File: src/pmc_pkg.sv
// Package for the power mode controller: register map, field layout, modes.
// Assumes a classic Wishbone slave with 32-bit data, byte lanes in sel.
package pmc_pkg;

  localparam logic [7:0]  PCTL_ADDR      = 8'h00;  // power_control_reg
  localparam logic [7:0]  OSCC_ADDR      = 8'h04;  // internal_osc_control_reg
  localparam logic [7:0]  WAKE_ADDR      = 8'h08;  // wake source enables
  localparam logic [7:0]  STAT_ADDR      = 8'h0C;  // mode status
  localparam logic [7:0]  RESET_PC       = 8'h00;

  localparam int          IDLE_BIT       = 0;
  localparam int          STOP_BIT       = 1;
  localparam int          SUSPEND_BIT    = 5;
  localparam int          WAKE_CMP_BIT   = 0;
  localparam int          WAKE_MCD_BIT   = 1;
  localparam int          WAKE_WDT_BIT   = 2;

  localparam logic [5:0]  FLAGS_RESET    = 6'h00;
  localparam logic [7:0]  OSCC_RESET     = 8'h00;
  localparam logic [2:0]  WAKE_RESET     = 3'b110;
  localparam logic [31:0] ZERO_WORD      = 32'h0000_0000;

  // Missing-clock detector timeout
  localparam int          MCD_TIMEOUT_US = 100;
  localparam int          CLK_MHZ        = 125;
  localparam int          MCD_CYCLES     = MCD_TIMEOUT_US * CLK_MHZ;

  typedef enum logic [1:0] {
    PMC_RUN,
    PMC_IDLE,
    PMC_STOP,
    PMC_SUSPEND
  } pmc_mode_t;

  typedef struct packed {
    logic cpu_clk_en;
    logic int_osc_en;
    logic periph_clk_en;
    logic port_match_en;
  } pmc_gate_t;

endpackage

File: src/pmc_ctrl.sv
// Power mode controller: idle, stop and suspend entry, clock gating, wake and reset.
// Assumes a classic Wishbone master and a core that pulses instr_done_i per instruction.
//
// What this block does
// - Idle halts CPU after setting instruction completes
// - Enabled interrupt clears idle and resumes CPU
// - Reset ending idle restarts fetch at zero
// - Watchdog keeps counting in idle, resets out
// - Stop halts oscillator, CPU and digital peripherals
// - Stop silences all except missing-clock detector
// - Stop ends only through a reset
// - Enabled missing-clock detector resets out of stop
// - Suspend halts CPU and oscillator, keeps port-match
// - Suspend wakes on port-match, comparator low, reset
// - Non-reset suspend wake resumes at next instruction
// - Reset ending suspend restarts from address zero
// - Mode bits read zero, bits 7:2 flags
`timescale 1ns/1ns
`default_nettype none
module pmc_ctrl #(
  parameter int MCD_CYCLES = pmc_pkg::MCD_CYCLES
) (
  input  wire logic        clk_i,
  input  wire logic        rst_i,
  input  wire logic        wb_cyc_i,
  input  wire logic        wb_stb_i,
  input  wire logic        wb_we_i,
  input  wire logic [7:0]  wb_adr_i,
  input  wire logic [3:0]  wb_sel_i,
  input  wire logic [31:0] wb_dat_i,
  output logic      [31:0] wb_dat_o,
  output logic             wb_ack_o,
  input  wire logic        instr_done_i,
  input  wire logic        irq_pending_i,
  input  wire logic        port_match_i,
  input  wire logic        comparator_i,
  input  wire logic        wdt_expired_i,
  input  wire logic        ext_reset_i,
  output pmc_pkg::pmc_gate_t gate_o,
  output pmc_pkg::pmc_mode_t mode_o,
  output logic             sys_reset_o,
  output logic [7:0]       reset_pc_o,
  output logic             wake_irq_o
);

  localparam logic [31:0] ZERO_CNT = 32'h0000_0000;
  localparam logic [31:0] ONE_CNT  = 32'h0000_0001;

  pmc_pkg::pmc_mode_t mode;
  pmc_pkg::pmc_mode_t next_mode;
  logic [5:0]         general_flags;
  logic [7:0]         osc_ctrl;
  logic [2:0]         wake_en;
  logic               idle_req;
  logic               stop_req;
  logic               susp_req;
  logic [31:0]        mcd_cnt;
  logic               mcd_fire;
  logic               wdt_fire;
  logic               reset_evt;
  logic               susp_wake;
  logic               bus_req;
  logic               bus_wr;
  logic               bus_rd;
  logic               wr_pctl;
  logic               wr_oscc;
  logic               wr_wake;
  logic [31:0]        next_rd_data;

  // Register select on the low address byte
  function automatic logic hit(input logic [7:0] a, input logic [7:0] ref_a);
    return a == ref_a;
  endfunction

  // Oscillator and peripherals run wherever the CPU or its timers still need them
  function automatic logic osc_needed(input pmc_pkg::pmc_mode_t m);
    return (m == pmc_pkg::PMC_RUN) || (m == pmc_pkg::PMC_IDLE);
  endfunction

  // Every register is one byte wide; upper lanes read zero
  function automatic logic [31:0] byte_word(input logic [7:0] b);
    return {24'h00_0000, b};
  endfunction

  // A write needs byte lane 0; reads ignore sel
  assign bus_req  = wb_cyc_i && wb_stb_i && !wb_ack_o;
  assign bus_wr   = bus_req && wb_we_i && wb_sel_i[0];
  assign bus_rd   = bus_req && !wb_we_i;
  assign wr_pctl  = bus_wr && hit(wb_adr_i, pmc_pkg::PCTL_ADDR);
  assign wr_oscc  = bus_wr && hit(wb_adr_i, pmc_pkg::OSCC_ADDR);
  assign wr_wake  = bus_wr && hit(wb_adr_i, pmc_pkg::WAKE_ADDR);

  // Counts only in stop, where the system clock is meant to be gone
  assign mcd_fire  = wake_en[pmc_pkg::WAKE_MCD_BIT]
                     && (mode == pmc_pkg::PMC_STOP)
                     && (mcd_cnt >= 32'(MCD_CYCLES - 1));
  // Watchdog keeps counting in idle; its expiry is a reset
  assign wdt_fire  = wdt_expired_i && wake_en[pmc_pkg::WAKE_WDT_BIT];
  assign reset_evt = ext_reset_i || mcd_fire || wdt_fire;
  assign susp_wake = port_match_i
                     || (wake_en[pmc_pkg::WAKE_CMP_BIT] && !comparator_i);

  // Read mux; mode select bits always read back as zero
  always_comb begin
    next_rd_data = pmc_pkg::ZERO_WORD;
    if (bus_rd) begin
      case (wb_adr_i)
        pmc_pkg::PCTL_ADDR: begin
          next_rd_data = byte_word({general_flags, 2'h0});
        end
        pmc_pkg::OSCC_ADDR: begin
          next_rd_data = byte_word(osc_ctrl);
        end
        pmc_pkg::WAKE_ADDR: begin
          next_rd_data = byte_word({5'h00, wake_en});
        end
        pmc_pkg::STAT_ADDR: begin
          next_rd_data = byte_word({6'h00, mode});
        end
        default: begin
          next_rd_data = pmc_pkg::ZERO_WORD;
        end
      endcase
    end
  end

  // Single-cycle answer; ack drops after one cycle
  always_ff @(posedge clk_i) begin
    if (rst_i) begin
      wb_ack_o <= 1'b0;
    end else begin
      wb_ack_o <= bus_req;
    end
  end

  // Data stands only in the ack cycle of a read
  always_ff @(posedge clk_i) begin
    if (rst_i) begin
      wb_dat_o <= pmc_pkg::ZERO_WORD;
    end else begin
      wb_dat_o <= next_rd_data;
    end
  end

  // Flags survive every mode but not a reset
  always_ff @(posedge clk_i) begin
    if (rst_i || reset_evt) begin
      general_flags <= pmc_pkg::FLAGS_RESET;
    end else if (wr_pctl) begin
      general_flags <= wb_dat_i[7:2];
    end
  end

  // Suspend bit is a command, never stored
  always_ff @(posedge clk_i) begin
    if (rst_i || reset_evt) begin
      osc_ctrl <= pmc_pkg::OSCC_RESET;
    end else if (wr_oscc) begin
      osc_ctrl <= wb_dat_i[7:0] & ~(8'h01 << pmc_pkg::SUSPEND_BIT);
    end
  end

  always_ff @(posedge clk_i) begin
    if (rst_i || reset_evt) begin
      wake_en <= pmc_pkg::WAKE_RESET;
    end else if (wr_wake) begin
      wake_en <= wb_dat_i[2:0];
    end
  end

  // Requests wait for the setting instruction to complete; dropped outside run
  always_ff @(posedge clk_i) begin
    if (rst_i || reset_evt || mode != pmc_pkg::PMC_RUN) begin
      idle_req <= 1'b0;
    end else if (wr_pctl && wb_dat_i[pmc_pkg::IDLE_BIT]) begin
      idle_req <= 1'b1;
    end
  end

  always_ff @(posedge clk_i) begin
    if (rst_i || reset_evt || mode != pmc_pkg::PMC_RUN) begin
      stop_req <= 1'b0;
    end else if (wr_pctl && wb_dat_i[pmc_pkg::STOP_BIT]) begin
      stop_req <= 1'b1;
    end
  end

  always_ff @(posedge clk_i) begin
    if (rst_i || reset_evt || mode != pmc_pkg::PMC_RUN) begin
      susp_req <= 1'b0;
    end else if (wr_oscc && wb_dat_i[pmc_pkg::SUSPEND_BIT]) begin
      susp_req <= 1'b1;
    end
  end

  // Deepest request wins when several land together
  always_comb begin
    next_mode = mode;
    case (mode)
      pmc_pkg::PMC_RUN: begin
        if (instr_done_i) begin
          if (stop_req) begin
            next_mode = pmc_pkg::PMC_STOP;
          end else if (susp_req) begin
            next_mode = pmc_pkg::PMC_SUSPEND;
          end else if (idle_req) begin
            next_mode = pmc_pkg::PMC_IDLE;
          end
        end
      end
      pmc_pkg::PMC_IDLE: begin
        if (irq_pending_i) begin
          next_mode = pmc_pkg::PMC_RUN;
        end
      end
      pmc_pkg::PMC_STOP: begin
        // Only a reset event leaves stop
        next_mode = pmc_pkg::PMC_STOP;
      end
      pmc_pkg::PMC_SUSPEND: begin
        if (susp_wake) begin
          next_mode = pmc_pkg::PMC_RUN;
        end
      end
      default: begin
        next_mode = pmc_pkg::PMC_RUN;
      end
    endcase
  end

  always_ff @(posedge clk_i) begin
    if (rst_i || reset_evt) begin
      mode <= pmc_pkg::PMC_RUN;
    end else begin
      mode <= next_mode;
    end
  end

  // Missing-clock timeout counter, cleared outside stop
  always_ff @(posedge clk_i) begin
    if (rst_i || mode != pmc_pkg::PMC_STOP) begin
      mcd_cnt <= ZERO_CNT;
    end else begin
      mcd_cnt <= mcd_cnt + ONE_CNT;
    end
  end

  // Gates follow the next mode so they change with mode_o
  always_ff @(posedge clk_i) begin
    if (rst_i || reset_evt) begin
      gate_o.cpu_clk_en    <= 1'b1;
      gate_o.int_osc_en    <= 1'b1;
      gate_o.periph_clk_en <= 1'b1;
      gate_o.port_match_en <= 1'b1;
    end else begin
      gate_o.cpu_clk_en    <= (next_mode == pmc_pkg::PMC_RUN);
      gate_o.int_osc_en    <= osc_needed(next_mode);
      gate_o.periph_clk_en <= osc_needed(next_mode);
      gate_o.port_match_en <= (next_mode != pmc_pkg::PMC_STOP);
    end
  end

  always_ff @(posedge clk_i) begin
    if (rst_i || reset_evt) begin
      mode_o <= pmc_pkg::PMC_RUN;
    end else begin
      mode_o <= next_mode;
    end
  end

  // Core restart rises one cycle after any reset and stays high for as long as the reset lasts
  always_ff @(posedge clk_i) begin
    if (rst_i || reset_evt) begin
      sys_reset_o <= 1'b1;
    end else begin
      sys_reset_o <= 1'b0;
    end
  end

  // Restart address is fixed
  always_ff @(posedge clk_i) begin
    if (rst_i || reset_evt) begin
      reset_pc_o <= pmc_pkg::RESET_PC;
    end else begin
      reset_pc_o <= pmc_pkg::RESET_PC;
    end
  end

  // Interrupt service after wake rides on the core's own pending line
  always_ff @(posedge clk_i) begin
    if (rst_i || reset_evt) begin
      wake_irq_o <= 1'b0;
    end else begin
      wake_irq_o <= (mode == pmc_pkg::PMC_SUSPEND) && susp_wake
                    && irq_pending_i;
    end
  end

endmodule
`default_nettype wire

File: config.mk
export PLATFORM = sky130hd
export DESIGN_NAME = pmc_ctrl
export DESIGN_NICKNAME = d
export VERILOG_FILES = /design/src/pmc_pkg.sv /design/src/pmc_ctrl.sv
export SDC_FILE = /design/constraint.sdc
export NUM_CORES = 1
export LEC_CHECK = 0
export ABC_AREA = 1
export BUFFER_PORTS_ARGS = -buffer_cell sky130_fd_sc_hd__buf_2
export CELL_PAD_IN_SITES_DETAIL_PLACEMENT = 0
export CELL_PAD_IN_SITES_GLOBAL_PLACEMENT = 1
export CORE_UTILIZATION = 36
export DETAILED_ROUTE_END_ITERATION = 6
export GPL_TIMING_DRIVEN = 0
export PLACE_DENSITY = 0.9
export SYNTH_ARGS = -nofsm -noshare
export SYNTH_HDL_FRONTEND = slang
export SYNTH_SLANG_ARGS = --single-unit
export TNS_END_PERCENT = 1
File: constraint.sdc
create_clock -name clk_i -period 1.86 [get_ports clk_i]
set_clock_uncertainty 0.05 [all_clocks]
set_input_delay 0.372 -clock clk_i [delete_from_list [all_inputs] [get_ports clk_i]]
set_output_delay 0.372 -clock clk_i [all_outputs]
set_load 0.005 [all_outputs]
---- Yosys cells after proc, flatten, opt, wreduce, memory -nomap -nowiden ----
Index checks and enable logic that the tools add are counted.
word-level totals
  register bits after elaboration ......... 91
  input port bits ......................... 55
  output and inout port bits .............. 49
  word-level logic and storage cells ...... 68
operators by class
  add/sub/neg operators ................... 1
  $lt $le $gt $ge ......................... 1
  equality and inequality tests ........... 9
  muxes and demuxes ....................... 9
  bitwise logic cells ..................... 1
  reduce and logical (&&, ||, !) cells .... 32
operators with widths
  operator               count
  $add 32x1->32 const B  1
  $ge 32x14->1 const B   1
  $pmux 8 s4             1
  $logic_and 1x1->1      17
  $eq 8x4->1 const B     2
  $mux 2                 6
  $eq 8x3->1 const B     1
  $logic_not 8->1        1
  $pmux 2 s4             1
  $logic_or 1x1->1       7
  $eq 2x1->1 const B     2
  $eq 2x2->1 const B     2
  $logic_not 2->1        2
  $ne 2x2->1 const B     2
  $logic_not 1->1        3
  $reduce_bool 2->1      1
  $reduce_or 2->1        1
  $mux 1                 1
  $not 1->1              1

---- Logic depth before layout (Yosys ltp) ----
  depth in word-level cells ............... 7
  gate-level depth with buffers ........... 11
  mapped depth without buffers ............ 11

---- Worst setup path before layout ----
No wires, ideal clock.
  kind .................................... register -> register
  start point ............................. reg mcd_cnt[0]
  end point ............................... reg mcd_cnt[12]
  library setup time ...................... 117 ps
  arrival ................................. 1270 ps
  required time ........................... 1693 ps
  setup slack ............................. 423 ps
  cell stages (with the launch flop) ...... 10
  buffers on the path ..................... 0
  clock period less this slack ............ 1437 ps
  cells stage by stage .................... dfxtp_1 > ha_1 > nand2_1 > nor2_2 > nand2_2 > inv_2 > nand2_1 > nor2_2 > xor2_1 > nor2_1
on the way
  cells in the longest elaborated chain, start to end .. 1
ends and longest elaborated chain
  item                      line             RTL
  start: declaration        pmc_ctrl.sv:57   logic [31:0] mcd_cnt;
  start signal: assignment  pmc_ctrl.sv:244  mcd_cnt <= mcd_cnt + ONE_CNT;
  $add 32x1->32             pmc_ctrl.sv:244
No other way between the ends.
A chain may end at the register's enable or synchronous reset.

==> impl_metrics.py <==
metrics = {
    "outcome": {
        "status": "finished clean",
    },
    "logic_synthesis": {
        "synth_area_leaders": "dfxtp_1 (38%), nand2_1 (15%), nor2_1 (8.3%)",
        "yosysTopAreaCell": "dfxtp_1",
        "synth_top_area_share_pct": 37.6,
        "synth_area_per_cell_sq_um": 6.77,
        "synth_ff_type": "dfxtp_1",
        "async_reset_ff_share_pct": 0,
        "ys_ff_latch": 67,
        "ys.warnings.count": 0,
        "synth_edf_count": 0,
        "synth_seq_area_share_pct": 37.6,
        "syn_area_sq_mm": 0.00356,
        "ys_types": 34,
        "netlist_instances": 526,
    },
    "worst_hold_path": {
        "hold_class": "in -> reg",
        "hold_end": "wake_irq_o",
        "holdPathStages": 3,
        "hold_start": "irq_pending_i",
    },
    "global_route": {
        "grt_pass1_vias": 3040,
        "grt_pass1_wl_microns": 13500,
        "grt_usage_pct": 16.8,
        "antenna_found_initial": 0,
        "overflow": 0,
        "grt_max_degree": 13,
    },
    "finish": {
        "final_layout_size_suffix_gt1_share_pct": 20.7,
        "fill_cells": 1014,
        "final_cell_mix": "nand2_1 (138), nor2_1 (79), dfxtp_1 (67)",
        "regArea_sq_mm": 0.00134,
        "stdcell_area_sq_mm": 0.00425,
        "area_growth_syn_to_layout_pct": 19.2,
        "diodes": 0,
        "nets": 667,
        "multi_input_area_sq_mm": 0.00179,
        "mostFrequentLayoutCell": "nand2_1",
    },
    "pwr": {
        "power.density_mw_per_mm2": 651,
        "p_leak_nw": 1.83,
        "ir_worst_vdd_uv": 340,
    },
    "placement": {
        "port_buffers": 43,
        "place_hpwl_microns": 6310,
        "dpl-instance-area_sq_mm": 0.00406,
        "gp_congestion": 0.867,
    },
    "cts": {
        "cts.sinks": 67,
        "numCtsBuffers": 9,
        "hold_buffers": 0,
        "ctsHtreeMaxLevel": 3,
        "ctsLongestPathBuffers": 2,
        "postCtsSetupRepairBufs": 0,
        "clock_latency_ns": 0.35,
        "post_cts_resized": 0,
        "clkTransAtPathRegs_ns": 0.07,
        "root_buffer": "clkbuf_8",
        "cts_tree": "built",
    },
    "floorplanning": {
        "die_w_microns": 101,
        "dieArea_sq_mm": 0.0103,
        "core_area_sq_mm": 0.00942,
        "initial_core_util_pct": 37.8,
        "rows": 35,
        "die_h_microns": 101,
        "top_level_ports": 104,
    },
    "timing": {
        "finalHoldViolCount": 0,
        "drv_slew": 0,
        "rsz0062_at_grt": "false",
        "period_minus_slack_ns": 1.68,
        "holdWs_ns": 0.240,
        "setup_tns_ns": 0,
        "fmax_mhz": 594,
        "setup_violations": 0,
        "fin_crit_sh_pct": 90.5,
    },
    "setup_path": {
        "crit_buf_inv": 4,
        "worst-r2r-cell-count": 7,
        "critPathLaunchType": "flip-flop",
        "endpoint_kind": "flip-flop",
        "crit_required_ns": 2.07,
        "r2r_slack_ns": 0.18,
        "cp_cell_sequence": "inv_1, nor2_1, inv_1, nor2_4, inv_2, buf_2, a21oi_1",
        "path_common_cell": "inv_1",
        "max_stage_delay_ns": 0.47,
        "crit_family": "buffers and inverters",
        "rr_startpoint": "mode_o[1]",
        "r2r_end": "mcd_cnt[21]",
        "cp_slowest_cell": "dfxtp_1",
        "crit_fanout": 10,
        "arrival_ns": 1.90,
        "crit_type": "reg -> reg",
    },
    "route": {
        "post_drt_wl_per_cell_microns": 10.9,
        "drt_iter0_drc": 135,
        "num_vias": 3285,
        "drc": 0,
        "wirelength_microns": 8070,
        "vias_per_cell": 4.42,
        "drtAntennaViolNets": 0,
        "drtPass1Iterations": 4,
    },
    "job": {
        "maxCapViolCount": 0,
    },
}
## worst reg2reg max path, cell delays in order (launching register included)
cell     delay (ns)
dfxtp_1        0.47
inv_1          0.11
nor2_1         0.14
inv_1          0.11
nor2_4         0.26
inv_2          0.10
buf_2          0.21
a21oi_1        0.14
## registers in the layout, summed over array words and instances, names as in the netlist
name,cells
mode_o,2
general_flags,6
wb_dat_o,8
stop_req,1
wb_ack_o,1
wake_en,3
wake_irq_o,1
idle_req,1
mcd_cnt,32
susp_req,1
osc_ctrl,7
sys_reset_o,1
gate_o,3
## stage by stage
step	power [W]	worst slack, ns	utilization, %	instances
2_1_floorplan	0.00157	0.423	-	557
3_3_place_gp	0.00161	0.129	43.1	729
3_5_place_dp	0.00161	0.130	43.1	729
4_1_cts	0.00279	0.185	45.1	744
5_1_grt	0.00289	0.0167	45.1	744
6_report	0.00277	0.176	45.1	744
## Yosys cell counts (all sizes together), types with 2 or more instances
cell type and number:
a21oi 24, buf 40, dfxtp 67, inv 67, nand2 143, nand3 40, nand3b 6, nand4 13
nor2 91, nor3 9, o21ai 9, or2 2, xor2 6
## report_power, final
group          switching, W  internal, W  total (W)
clock network      0.000571     0.000616    0.00119
registers       0.000000530      0.00144    0.00144
logic             0.0000679    0.0000744   0.000142
## layout make-up
class	count	share of cell area, %
Buffer	41	7.10
Clock buffer	9	2.92
Clock inverter	6	1.56
Inverter	67	5.92
Multi-Input combinational cell	382	42.0
Sequential cell	67	31.6
Tap cell	129	3.80
Timing Repair Buffer	43	5.07
## layer usage
layer / track usage, % / part of all wire [%]
met1: 21.3 / 47
met2: 28.0 / 48
met3: 4.49 / 4.3
met4: 4.79 / 1.1
met5: 0 / 0
## kinds of logic (layout without fill, tap and decap cells)
kind of cell,count (synthesis),count (layout),share of synthesized area [%]
xor+xnor,6,6,1.47
compound gates,37,37,5.44
fa+ha+maj,1,1,0.351
other cells,1,32,0.105
buf+inv,108,166,15.5
flops,67,67,37.6
simple gates,306,306,39.5
## how the worst max path moves through the flow
stage               start     endpoint  slack, ns  cells after the start
5_1_grt          wb_ack_o   wake_en[0]       0.02                      8
2_1_floorplan  mcd_cnt[0]  mcd_cnt[12]       0.42                      9
3_3_place_gp     wb_cyc_i   wake_en[0]       0.13                      9
3_5_place_dp     wb_cyc_i   wake_en[0]       0.13                      9
6_report        mode_o[1]  mcd_cnt[21]       0.18                      7
4_1_cts         mode_o[1]  mcd_cnt[21]       0.18                      7
(Power assumes the default switching activity.)
